File: src/rtl/psd_pkg.sv
// Package for the paged register space decoder: offsets, pages, carriers.
// Assumes an 8-bit core issuing direct-addressed accesses on one clock.
package psd_pkg;

   localparam logic [7:0] SPACE_BASE      = 8'h80;
   localparam logic [7:0] PAGE_SEL_ADDR   = 8'hA7;
   localparam logic [7:0] PAGE_SEL_RESET  = 8'h00;
   localparam logic [7:0] PAGE_DEFAULT    = 8'h00;
   localparam logic [7:0] PAGE_SECONDARY  = 8'h0F;
   localparam logic [3:0] BIT_NIBBLE_LO   = 4'h0;
   localparam logic [3:0] BIT_NIBBLE_HI   = 4'h8;
   localparam int         MAP_DEPTH       = 128;

   // Decode class of one address: which pages decode it
   typedef enum logic [1:0] {
      PSD_MAP_NONE   = 2'h0,
      PSD_MAP_PAGE0  = 2'h1,
      PSD_MAP_PAGEF  = 2'h3,
      PSD_MAP_SHARED = 2'h2
   } psd_map_e;

   // Core-side request
   typedef struct packed {
      logic       valid;
      logic       write;
      logic       bitOp;
      logic       direct;
      logic [7:0] addr;
      logic [2:0] bitSel;
      logic [7:0] wdata;
      logic       bitValue;
   } psd_req_s;

   // Decoded strobe to the peripheral register side
   typedef struct packed {
      logic       rd;
      logic       wr;
      logic       page;
      logic       bitOp;
      logic [6:0] index;
      logic [2:0] bitSel;
      logic [7:0] wdata;
      logic       bitValue;
   } psd_strobe_s;

   // Answer to the core
   typedef struct packed {
      logic       valid;
      logic       toSpace;
      logic       reserved;
      logic       bitRefused;
      logic [7:0] rdata;
   } psd_resp_s;

endpackage

File: src/rtl/paged_sfr_space_decoder.sv
// Decoder for the paged register space of an 8-bit core, with page selector.
// Assumes one request per cycle from the core; peripheral registers lie outside.
`timescale 1ns/100ps

// Summary of operation
// RULE_01 - Direct accesses to 0x80..0xFF go to the register space, never data RAM.
// RULE_02 - Addresses with low nibble 0x0 or 0x8 accept bit access as well as byte access.
// RULE_03 - All other addresses accept byte access only and refuse bit access.
// RULE_04 - Software keeps away from unoccupied addresses, whose effect is undefined.
// RULE_05 - Reset clears the page selector so accesses target page 0x0.
// RULE_06 - All eight selector bits choose the page for reads, writes and modifies.
// RULE_07 - The selector is read/write at 0xA7 on every page.
// RULE_08 - Paging lets different registers share one address depending on page.
// RULE_09 - Page 0xF adds registers while a shared set decodes alike on both pages.
// RULE_10 - Software masks interrupts around a switch to page 0xF and back.
// RULE_11 - An undefined page makes page-specific addresses reserved; shared ones still answer.
module paged_sfr_space_decoder (
   input  wire logic                  clk_sys,
   input  wire logic                  sys_rst,
   input  wire logic                  clkEn,
   input  wire psd_pkg::psd_req_s     req,
   input  wire logic [7:0]            periphRdata,
   output      psd_pkg::psd_strobe_s  strobe,
   output      psd_pkg::psd_resp_s    resp,
   output      logic [7:0]            registerPageSelect
);

   typedef struct packed {
      logic [7:0]           pageSel;
      logic                 pend;
      logic                 pendSpace;
      logic                 pendSelHit;
      logic                 pendBitOk;
      psd_pkg::psd_req_s    pendReq;
      psd_pkg::psd_strobe_s strobe;
      psd_pkg::psd_resp_s   resp;
   } psd_state_s;

   psd_state_s        state;
   psd_state_s        next_state;
   psd_pkg::psd_map_e mapClass;
   logic              pageIsDefault;
   logic              pageIsSecond;
   logic              decodeHit;
   logic [7:0]        selMod;

   // Map lookup one cycle behind the request; request held in pend stage
   psd_map_rom uMap (
      .clk_sys  (clk_sys),
      .clkEn    (clkEn),
      .index    (req.addr[6:0]),
      .mapClass (mapClass)
   );

   always_comb begin
      pageIsDefault = (state.pageSel == psd_pkg::PAGE_DEFAULT);   // [RULE_06]
      pageIsSecond  = (state.pageSel == psd_pkg::PAGE_SECONDARY); // [RULE_06]
      case (mapClass)
         psd_pkg::PSD_MAP_SHARED: decodeHit = 1'b1;                     // [RULE_09] [RULE_11]
         psd_pkg::PSD_MAP_PAGE0:  decodeHit = pageIsDefault;            // [RULE_08]
         psd_pkg::PSD_MAP_PAGEF:  decodeHit = pageIsDefault | pageIsSecond; // [RULE_08] [RULE_09]
         default:                 decodeHit = 1'b0;                     // [RULE_04]
      endcase
      selMod = state.pageSel;
      if (state.pendReq.bitOp) begin
         selMod[state.pendReq.bitSel] = state.pendReq.bitValue;
      end else begin
         selMod = state.pendReq.wdata;
      end
   end

   always_comb begin
      next_state = state;
      next_state.strobe = '0;
      next_state.resp   = '0;

      // Stage 1: capture request while map lookup runs
      next_state.pend      = req.valid;
      next_state.pendReq   = req;
      next_state.pendSpace = req.direct & (req.addr >= psd_pkg::SPACE_BASE);           // [RULE_01]
      next_state.pendSelHit = (req.addr == psd_pkg::PAGE_SEL_ADDR);                   // [RULE_07]
      next_state.pendBitOk = (req.addr[3:0] == psd_pkg::BIT_NIBBLE_LO) ||
                             (req.addr[3:0] == psd_pkg::BIT_NIBBLE_HI);                // [RULE_02] [RULE_03]

      // Stage 2: decode against current page
      if (state.pend) begin
         next_state.resp.valid   = 1'b1;
         next_state.resp.toSpace = state.pendSpace;                                   // [RULE_01]
         if (state.pendSpace) begin
            if (state.pendReq.bitOp && !state.pendBitOk) begin
               next_state.resp.bitRefused = 1'b1;                                     // [RULE_03]
            end else if (state.pendSelHit) begin
               next_state.resp.rdata = state.pageSel;                                 // [RULE_07]
               if (state.pendReq.write) begin
                  next_state.pageSel = selMod;                                        // [RULE_07] [RULE_02]
               end
            end else if (!decodeHit) begin
               next_state.resp.reserved = 1'b1;                                       // [RULE_11] [RULE_04]
            end else begin
               next_state.strobe.rd       = ~state.pendReq.write;
               next_state.strobe.wr       = state.pendReq.write;
               next_state.strobe.page     = pageIsSecond &
                                            (mapClass == psd_pkg::PSD_MAP_PAGEF);     // [RULE_08] [RULE_09]
               next_state.strobe.bitOp    = state.pendReq.bitOp;                      // [RULE_02]
               next_state.strobe.index    = state.pendReq.addr[6:0];
               next_state.strobe.bitSel   = state.pendReq.bitSel;
               next_state.strobe.wdata    = state.pendReq.wdata;
               next_state.strobe.bitValue = state.pendReq.bitValue;
            end
         end
      end

      // Read data from peripheral side one cycle after its read strobe
      if (state.strobe.rd) begin
         next_state.resp.valid = 1'b1;
         next_state.resp.toSpace = 1'b1;
         next_state.resp.rdata = periphRdata;
      end
   end

   always_ff @(posedge clk_sys) begin
      if (sys_rst) begin
         state <= '0;                                                                 // [RULE_05]
         state.pageSel <= psd_pkg::PAGE_SEL_RESET;                                    // [RULE_05]
      end else if (clkEn) begin
         state <= next_state;
      end
   end

   assign strobe             = state.strobe;
   assign resp               = state.resp;
   assign registerPageSelect = state.pageSel;

endmodule

File: src/rtl/psd_map_rom.sv
// Registered lookup of which page decodes each address of the register space.
// Assumes the caller presents the low seven address bits every enabled cycle.
`timescale 1ns/100ps
module psd_map_rom (
   input  wire logic                 clk_sys,
   input  wire logic                 clkEn,
   input  wire logic [6:0]           index,
   output      psd_pkg::psd_map_e    mapClass
);

   function automatic psd_pkg::psd_map_e classOf(input logic [7:0] a);
      psd_pkg::psd_map_e c;
      c = psd_pkg::PSD_MAP_PAGE0;
      case (a)
         8'h80, 8'h81, 8'h82, 8'h83, 8'h87, 8'h90, 8'hA0, 8'hA7, 8'hA8, 8'hA9,
         8'hD0, 8'hE0, 8'hE6, 8'hE7, 8'hF0, 8'hF6, 8'hF7:
            c = psd_pkg::PSD_MAP_SHARED;
         8'h85, 8'h86, 8'h91, 8'h92, 8'h93, 8'h95, 8'h96, 8'h97, 8'hA4, 8'hA5, 8'hA6,
         8'hBA, 8'hBD:
            c = psd_pkg::PSD_MAP_PAGEF;            // Overlaid on page 0 too
         8'hB4, 8'hE5:
            c = psd_pkg::PSD_MAP_NONE;
         default:
            c = psd_pkg::PSD_MAP_PAGE0;
      endcase
      return c;
   endfunction

   psd_pkg::psd_map_e table_q [psd_pkg::MAP_DEPTH];

   genvar g;
   generate
      for (g = 0; g < psd_pkg::MAP_DEPTH; g++) begin : gEntry
         assign table_q[g] = classOf(8'h80 | 8'(g));
      end
   endgenerate

   always_ff @(posedge clk_sys) begin
      if (clkEn) begin
         mapClass <= table_q[index];
      end
   end

endmodule

File: config.mk
export PLATFORM = sky130hd
export DESIGN_NAME = paged_sfr_space_decoder
export DESIGN_NICKNAME = d
export VERILOG_FILES = /design/src/rtl/psd_pkg.sv /design/src/rtl/paged_sfr_space_decoder.sv /design/src/rtl/psd_map_rom.sv
export SDC_FILE = /design/constraint.sdc
export NUM_CORES = 1
export LEC_CHECK = 0
export BUFFER_PORTS_ARGS = -buffer_cell sky130_fd_sc_hd__clkbuf_2
export CELL_PAD_IN_SITES_DETAIL_PLACEMENT = 1
export CELL_PAD_IN_SITES_GLOBAL_PLACEMENT = 1
export CORE_MARGIN = 8
export CORE_UTILIZATION = 40
export CTS_CLUSTER_DIAMETER = 60
export DETAILED_ROUTE_END_ITERATION = 8
export PLACE_DENSITY_LB_ADDON = 0.1
export RECOVER_POWER = 25
export SLEW_MARGIN = 20
export SYNTH_ARGS = -nofsm -noshare
export SYNTH_HDL_FRONTEND = slang
export SYNTH_HIERARCHICAL = 1
export SYNTH_SLANG_ARGS = --single-unit
File: constraint.sdc
create_clock -name clk_sys -period 2.25 [get_ports clk_sys]
set_clock_uncertainty 0.05 [all_clocks]
set_input_delay 0.1125 -clock clk_sys [delete_from_list [all_inputs] [get_ports clk_sys]]
set_output_delay 0.1125 -clock clk_sys [all_outputs]
set_load 0.05 [all_outputs]
==> run summary, run 1 <==
unrepaired setup endpoints after global routing = false
first-pass GRT wire length = 14400 µm
Leakage = 1.618 nW
worst skew pair latency = 0.33 ns
Psw = 0.0006431 W
Die Ht = 106.3 µm
Layout fillers = 924
instance count of the mapped netlist = 339
list of most frequent post-synthesis cells = dfxtp_1 (68), buf_4 (47), nor2_1 (47)
most instantiated library cell after synthesis = dfxtp_1
mapped cell area = 3259 µm²
GRT Overall Usage = 15.62%
Critical Path End = registerPageSelect[2]
initial antenna violation count = 0
Pre-antenna DRT Iters = 4
worst reg2reg setup slack = 0.20 ns
top_reg_cell synth = dfxtp_1
Worst-Margin Slew = 0.7608 ns
Multi-input gate area = 1355 µm²
Die Area = 11290 µm²
worst-path fanout max = 10
clock network fraction of design power = 41.7%
Worst EP required = 2.44 ns
clock slew at reported path FFs = 0.08 ns
die width = 106.3 µm
Distinct cells, synth = 49
Nets = 428
H-tree depth reported by CTS = 3
vias in the first global route = 2782
Setup Viol. Count Final = 0
DRT Wirelength = 8821 µm
Flop pwr share = 49.1%
Placement Rows = 33
antenna cells = 0
asr flop ratio synth = 0%
pin count of the biggest net entering global routing = 24
global placer's final weighted congestion = 0.7784
worst hold path class = primary input to flop
total number of vias = 2648
Initial Util = 40.48%
Peak Freq = 0.4877 GHz
PnR Total Power = 0.002652 W
reg-to-reg critical path endpoint = registerPageSelect[2]
#FFs+latches synth = 70
Pint = 0.002009 W
crit share post-route = 91.13%
Synth Warn # = 6
Max-slew headroom = 48.86%
FF+latch area = 1421 µm²
DRC viols = 0
clk sinks = 70
P per Cell Area = 689.9 nW/µm²
Via density = 5.264
status = finished, final reports clean
r2r worst-path depth = 4
number of CTS-inserted buffers = 9
port buffer count = 77
Mapped Nets = 374
Gate power share = 9.1%
number of flops mapped to enable cells by yosys = 2
Critical R2R Launch = state[45]
CTS tree = yes
MaxCap Viol Count = 0
Top Ports = 78
Hold Path Depth = 3
post-CTS setup buffer count = 0
total gr overflow = 0
Final Max Slew Viols = 0
clock root buffer = clkbuf_8
Critical Path Source = state[45]
clock tree buffer depth = 2
wire length per cell = 17.54 µm
Setup TNS = 0 ns
endpoint type of the worst setup path = flop
CP arrival = 2.24 ns
Yosys top cell by area = dfxtp_1
Yosys top cell area share = 41.77%
most area-consuming cells after synthesis = dfxtp_1 (42%), buf_4 (11%), mux2i_1 (7.1%)
fin crit period = 2.051 ns
CP Launch Type = flop
Max rail drop VDD = 0.3408 mV
ANT nets after route = 0
final hold violation count = 0
share of cells above drive strength 1 = 27.39%
sequential area share after synthesis = 43.61%
sw frac = 24.25%
fin util = 47.75%
Post-Syn Area per Cell = 9.615 µm²
Setup CP Type = flop to flop
Area Overhead vs Synth = 17.97%
DR iter-0 viols = 146
core area = 8051 µm²
Final HPWL DP = 6185 µm
==> how the worst min path moves through the flow <==
stage | start | endpoint
3_3_place_gp | req[4] | state[39]
5_1_grt | req[20] | state[61]
2_1_floorplan | clkEn | uMap/mapClass[0]
3_5_place_dp | req[1] | state[36]
4_1_cts | req[20] | state[61]
6_report | req[20] | state[61]
==> layer usage <==
| metal | vias up | wire [µm] | global-route usage [%] |
|---|---|---|---|
| met3 | 7 | 489 | 4.174 |
| met1 | 1280 | 4226 | 20.09 |
| met2 | 61 | 3993 | 24.49 |
| li1 | 1300 | - | - |
| met4 | 0 | 112 | 5.829 |
| met5 | - | 0 | 0 |
==> critical path: stages, from the launching register on <==
cell	delay [ns]
dfxtp_1	0.50
or3b_2	0.48
a2111oi_0	0.60
nor2_1	0.08
a311oi_1	0.24
==> per-stage QoR <==
step / cell area, µm² / setup WS (ns) / hold WS, ns / std cells
5_1_grt: 3845 / 0.03936 / 0.03892 / 503
3_3_place_gp: 3398 / 0.3234 / 0.3016 / 464
6_report: 3845 / 0.1995 / 0.03805 / 503
2_1_floorplan: 3259 / 0.4672 / 0.1750 / 339
4_1_cts: 3842 / 0.2109 / 0.04389 / 503
3_5_place_dp: 3398 / 0.2535 / 0.3126 / 464
==> kinds of logic (layout without fill, tap and decap cells) <==
group | Yosys count | in the layout | share of synthesized area [%]
buffers and inverters | 77 | 136 | 15.05
and+or+nand+nor | 95 | 95 | 14.97
muxes | 23 | 23 | 7.063
AOI/OAI and AO/OA | 74 | 74 | 19.31
DFF | 70 | 70 | 43.61
==> cells in the final DEF, fill, tap and decap left out, types with 2 or more instances in the layout <==
cell           synthesis  final
clkbuf_2               0     76
a22o_1                22     22
clkinv_2               0      2
nand2b_1              10     10
nand3b_1               3      3
a311oi_1               7      7
nand2_1                8      8
dfxtp_1               68     68
nor2b_1                2      2
bufinv_16              0      2
nand3_1                5      5
clkbuf_1              12      3
mux2i_1               23     23
o221ai_1               2      2
clkbuf_8               0      9
or3b_2                 3      3
o21ai_0                4      4
nand4_1                2      2
a211oi_1               3      3
a2111oi_0              7      6
buf_4                 47      9
nor2_1                47     47
nor4_1                 4      3
a222oi_1               8      8
a221oi_1               2      2
edfxtp_1               2      2
a21oi_1                9      9
inv_1                  9     10
dlygate4sd3_1          0     23
==> power groups by stage <==
stage / combinational [W] / clock (W) / sequential [W]
4_1_cts: 0.000244 / 0.00114 / 0.00130
6_report: 0.000242 / 0.00111 / 0.00130
5_1_grt: 0.000268 / 0.00118 / 0.00131
3_5_place_dp: 0.000211 / 0 / 0.00133
2_1_floorplan: 0.000147 / 0 / 0.00132
3_3_place_gp: 0.000210 / 0 / 0.00133
==> what timing repair did <==
| item | in CTS | in global routing |
|---|---|---|
| hold endpoints to repair | 23 | 0 |
| gates resized for setup | 0 | 1 |
| endpoints found under the setup margin | 0 | 1 |
| hold buffers | 23 | 0 |
==> sequential cells by signal, indices dropped and copies added (netlist names) <==
register / cells
uMap/mapClass: 2
strobe: 23
state: 25
registerPageSelect: 8
resp: 12
==> area by class of cell <==
| type | instances | area share, % |
|---|---|---|
| Clock inverter | 6 | 2.245 |
| Timing Repair Buffer | 110 | 17.83 |
| Inverter | 10 | 0.9762 |
| Tap cell | 105 | 3.417 |
| Multi-Input combinational cell | 192 | 35.24 |
| Sequential cell | 70 | 36.97 |
| Clock buffer | 10 | 3.319 |
No activity file was read; power rests on OpenSTA's default activity.
==> inputs of run 2 (changes only) <==
--- a/config.mk
+++ b/config.mk
@@ -12,7 +12,7 @@
 export CORE_UTILIZATION = 40
 export CTS_CLUSTER_DIAMETER = 60
 export DETAILED_ROUTE_END_ITERATION = 8
-export PLACE_DENSITY_LB_ADDON = 0.1
+export PLACE_DENSITY = 0.84
 export RECOVER_POWER = 25
 export SLEW_MARGIN = 20
 export SYNTH_ARGS = -nofsm -noshare
==> run 2 against run 1 <==
  * Critical path depth unchanged
  * Largest power group unchanged
  * Clock power about the same
  * First-iteration DRC count down 3.4%
  * Final area down 0.42%
  * Fmax down 1.8%
  * Non-clock buffer count down 2
  * Worst hold slack better by 0.0062 ns
  * Sequential power about the same
  * Count of clock-buffer cells in the layout unchanged
  * Via count up 1.3%
==> run summary, run 2 (synthesis gave the netlist of run 1 again) <==
CTS tree = yes
antenna cells = 0
reg-to-reg critical path endpoint = registerPageSelect[4]
Top Ports = 78
DR iter-0 viols = 141
Final Max Slew Viols = 0
DRT Wirelength = 9009 µm
Max rail drop VDD = 0.2553 mV
Top reg by flops = state
clk sinks = 70
number of CTS-inserted buffers = 9
fin util = 47.55%
Pre-antenna DRT Iters = 4
Cell Chain, Critical Path = or3b_2, a2111oi_0, nor2_1, a311oi_1
Setup TNS = 0 ns
number of flip-flops in the largest register = 25
P per Cell Area = 690.3 nW/µm²
worst skew pair latency = 0.34 ns
pin count of the biggest net entering global routing = 35
total gr overflow = 0
Endpoint, Worst Hold = state[61]
Hold Path Depth = 3
fin crit period = 2.087 ns
initial antenna violation count = 0
status = finished, final reports clean
first-pass GRT wire length = 14430 µm
Post-Layout Inst Area = 3829 µm²
Min Hold Slack = 0.04425 ns
worst-path fanout max = 10
Worst EP required = 2.46 ns
most frequent cells in the layout = clkbuf_2 (77), dfxtp_1 (68), nor2_1 (47), mux2i_1 (23), dlygate4sd3_1 (23)
core area = 8051 µm²
Critical R2R Launch = state[46]
Area Overhead vs Synth = 17.47%
Placement Rows = 33
crit share post-route = 92.76%
Peak Freq = 0.4791 GHz
DRC viols = 0
final hold violation count = 0
Setup CP Type = flop to flop
CTS hold repair buffers = 23
GRT Overall Usage = 15.90%
fin cells = 501
clock slew at reported path FFs = 0.07 ns
CP Launch Type = flop
placed cell count = 462
r2r worst-path depth = 4
worst hold path class = primary input to flop
ANT nets after route = 0
Max-slew headroom = 31.50%
Via density = 5.353
CP arrival = 2.29 ns
dpl cell area = 3383 µm²
die width = 106.3 µm
PostCTS Resize Cnt = 0
Final HPWL DP = 6270 µm
Nets = 426
MaxCap Viol Count = 0
total number of vias = 2682
vias in the first global route = 2775
Setup Viol. Count Final = 0
Die Ht = 106.3 µm
worst reg2reg setup slack = 0.16 ns
wire length per cell = 17.98 µm
clock root buffer = clkbuf_8
slowest CP cell = a2111oi_0
global placer's final weighted congestion = 0.7895
Worst-Margin Slew = 1.028 ns
beginning of the worst hold path = req[20]
post-CTS setup buffer count = 0
share of cells above drive strength 1 = 27.27%
port buffer count = 77
unrepaired setup endpoints after global routing = false
critical path's largest stage delay = 0.65 ns
most common cell after layout, fill and taps aside = clkbuf_2
H-tree depth reported by CTS = 3
clock tree buffer depth = 2
endpoint type of the worst setup path = flop
Leakage = 1.615 nW
Die Area = 11290 µm²
Initial Util = 40.48%
run 2: cell types whose count changed in the layout (fill, tap and decap cells not counted), sizes merged:
cell / previous run / this run
buf: 9 / 7
inv: 10 / 11
clkinvlp: 1 / 0
run 2: per-stage QoR:
step | worst slack [ns] | total power (W)
after floorplan | 0.4672 | 0.001465
after global placement | 0.3708 | 0.001531
after detailed placement | 0.2341 | 0.001542
after CTS | 0.1953 | 0.002666
after global routing | 0.04429 | 0.002754
final | 0.1629 | 0.002643
run 2: area by class of cell:
type                    count  area (µm²)
flip-flops and latches     70        1421
well taps                 105       131.4
clock buffers              10       127.6
clock inverters             6       85.08
inverters                  10       37.54
fillers                   946        4223
multi-input cells         192        1354
repair buffers            108       671.9
run 2: layer usage:
metal | track usage [%] | vias to the layer above | wire [µm]
met2 | 26.41 | 69 | 4380
met4 | 6.131 | 0 | 112
met5 | 0 | - | 0
met3 | 4.114 | 10 | 419
met1 | 19.25 | 1307 | 4096
li1 | - | 1296 | -
run 2: critical path: cells and delay by family, from the launching register on:
kind             cells  cell delay (ns)
flip-flops           1             0.48
AND/OR/NAND/NOR      2             0.57
AO/OA/AOI/OAI        2             0.90
run 2: worst max-delay path by stage:
| stage | start | end | slack (ns) | cells after the start |
|---|---|---|---|---|
| 6_report | state[46] | registerPageSelect[4] | 0.16 | 4 |
| 5_1_grt | state[46] | registerPageSelect[4] | 0.04 | 4 |
| 4_1_cts | state[46] | registerPageSelect[4] | 0.20 | 4 |
| 3_5_place_dp | state[46] | registerPageSelect[4] | 0.23 | 4 |
| 3_3_place_gp | state[46] | registerPageSelect[4] | 0.37 | 4 |
| 2_1_floorplan | state[44] | registerPageSelect[2] | 0.47 | 5 |
run 2: report_power, final:
group | switching, W | internal, W | total (W)
Combinational | 0.000132 | 0.000109 | 0.000241
Sequential | 0.0000292 | 0.00128 | 0.00130
Clock | 0.000474 | 0.000623 | 0.00110
Total | 0.000635 | 0.00201 | 0.00264
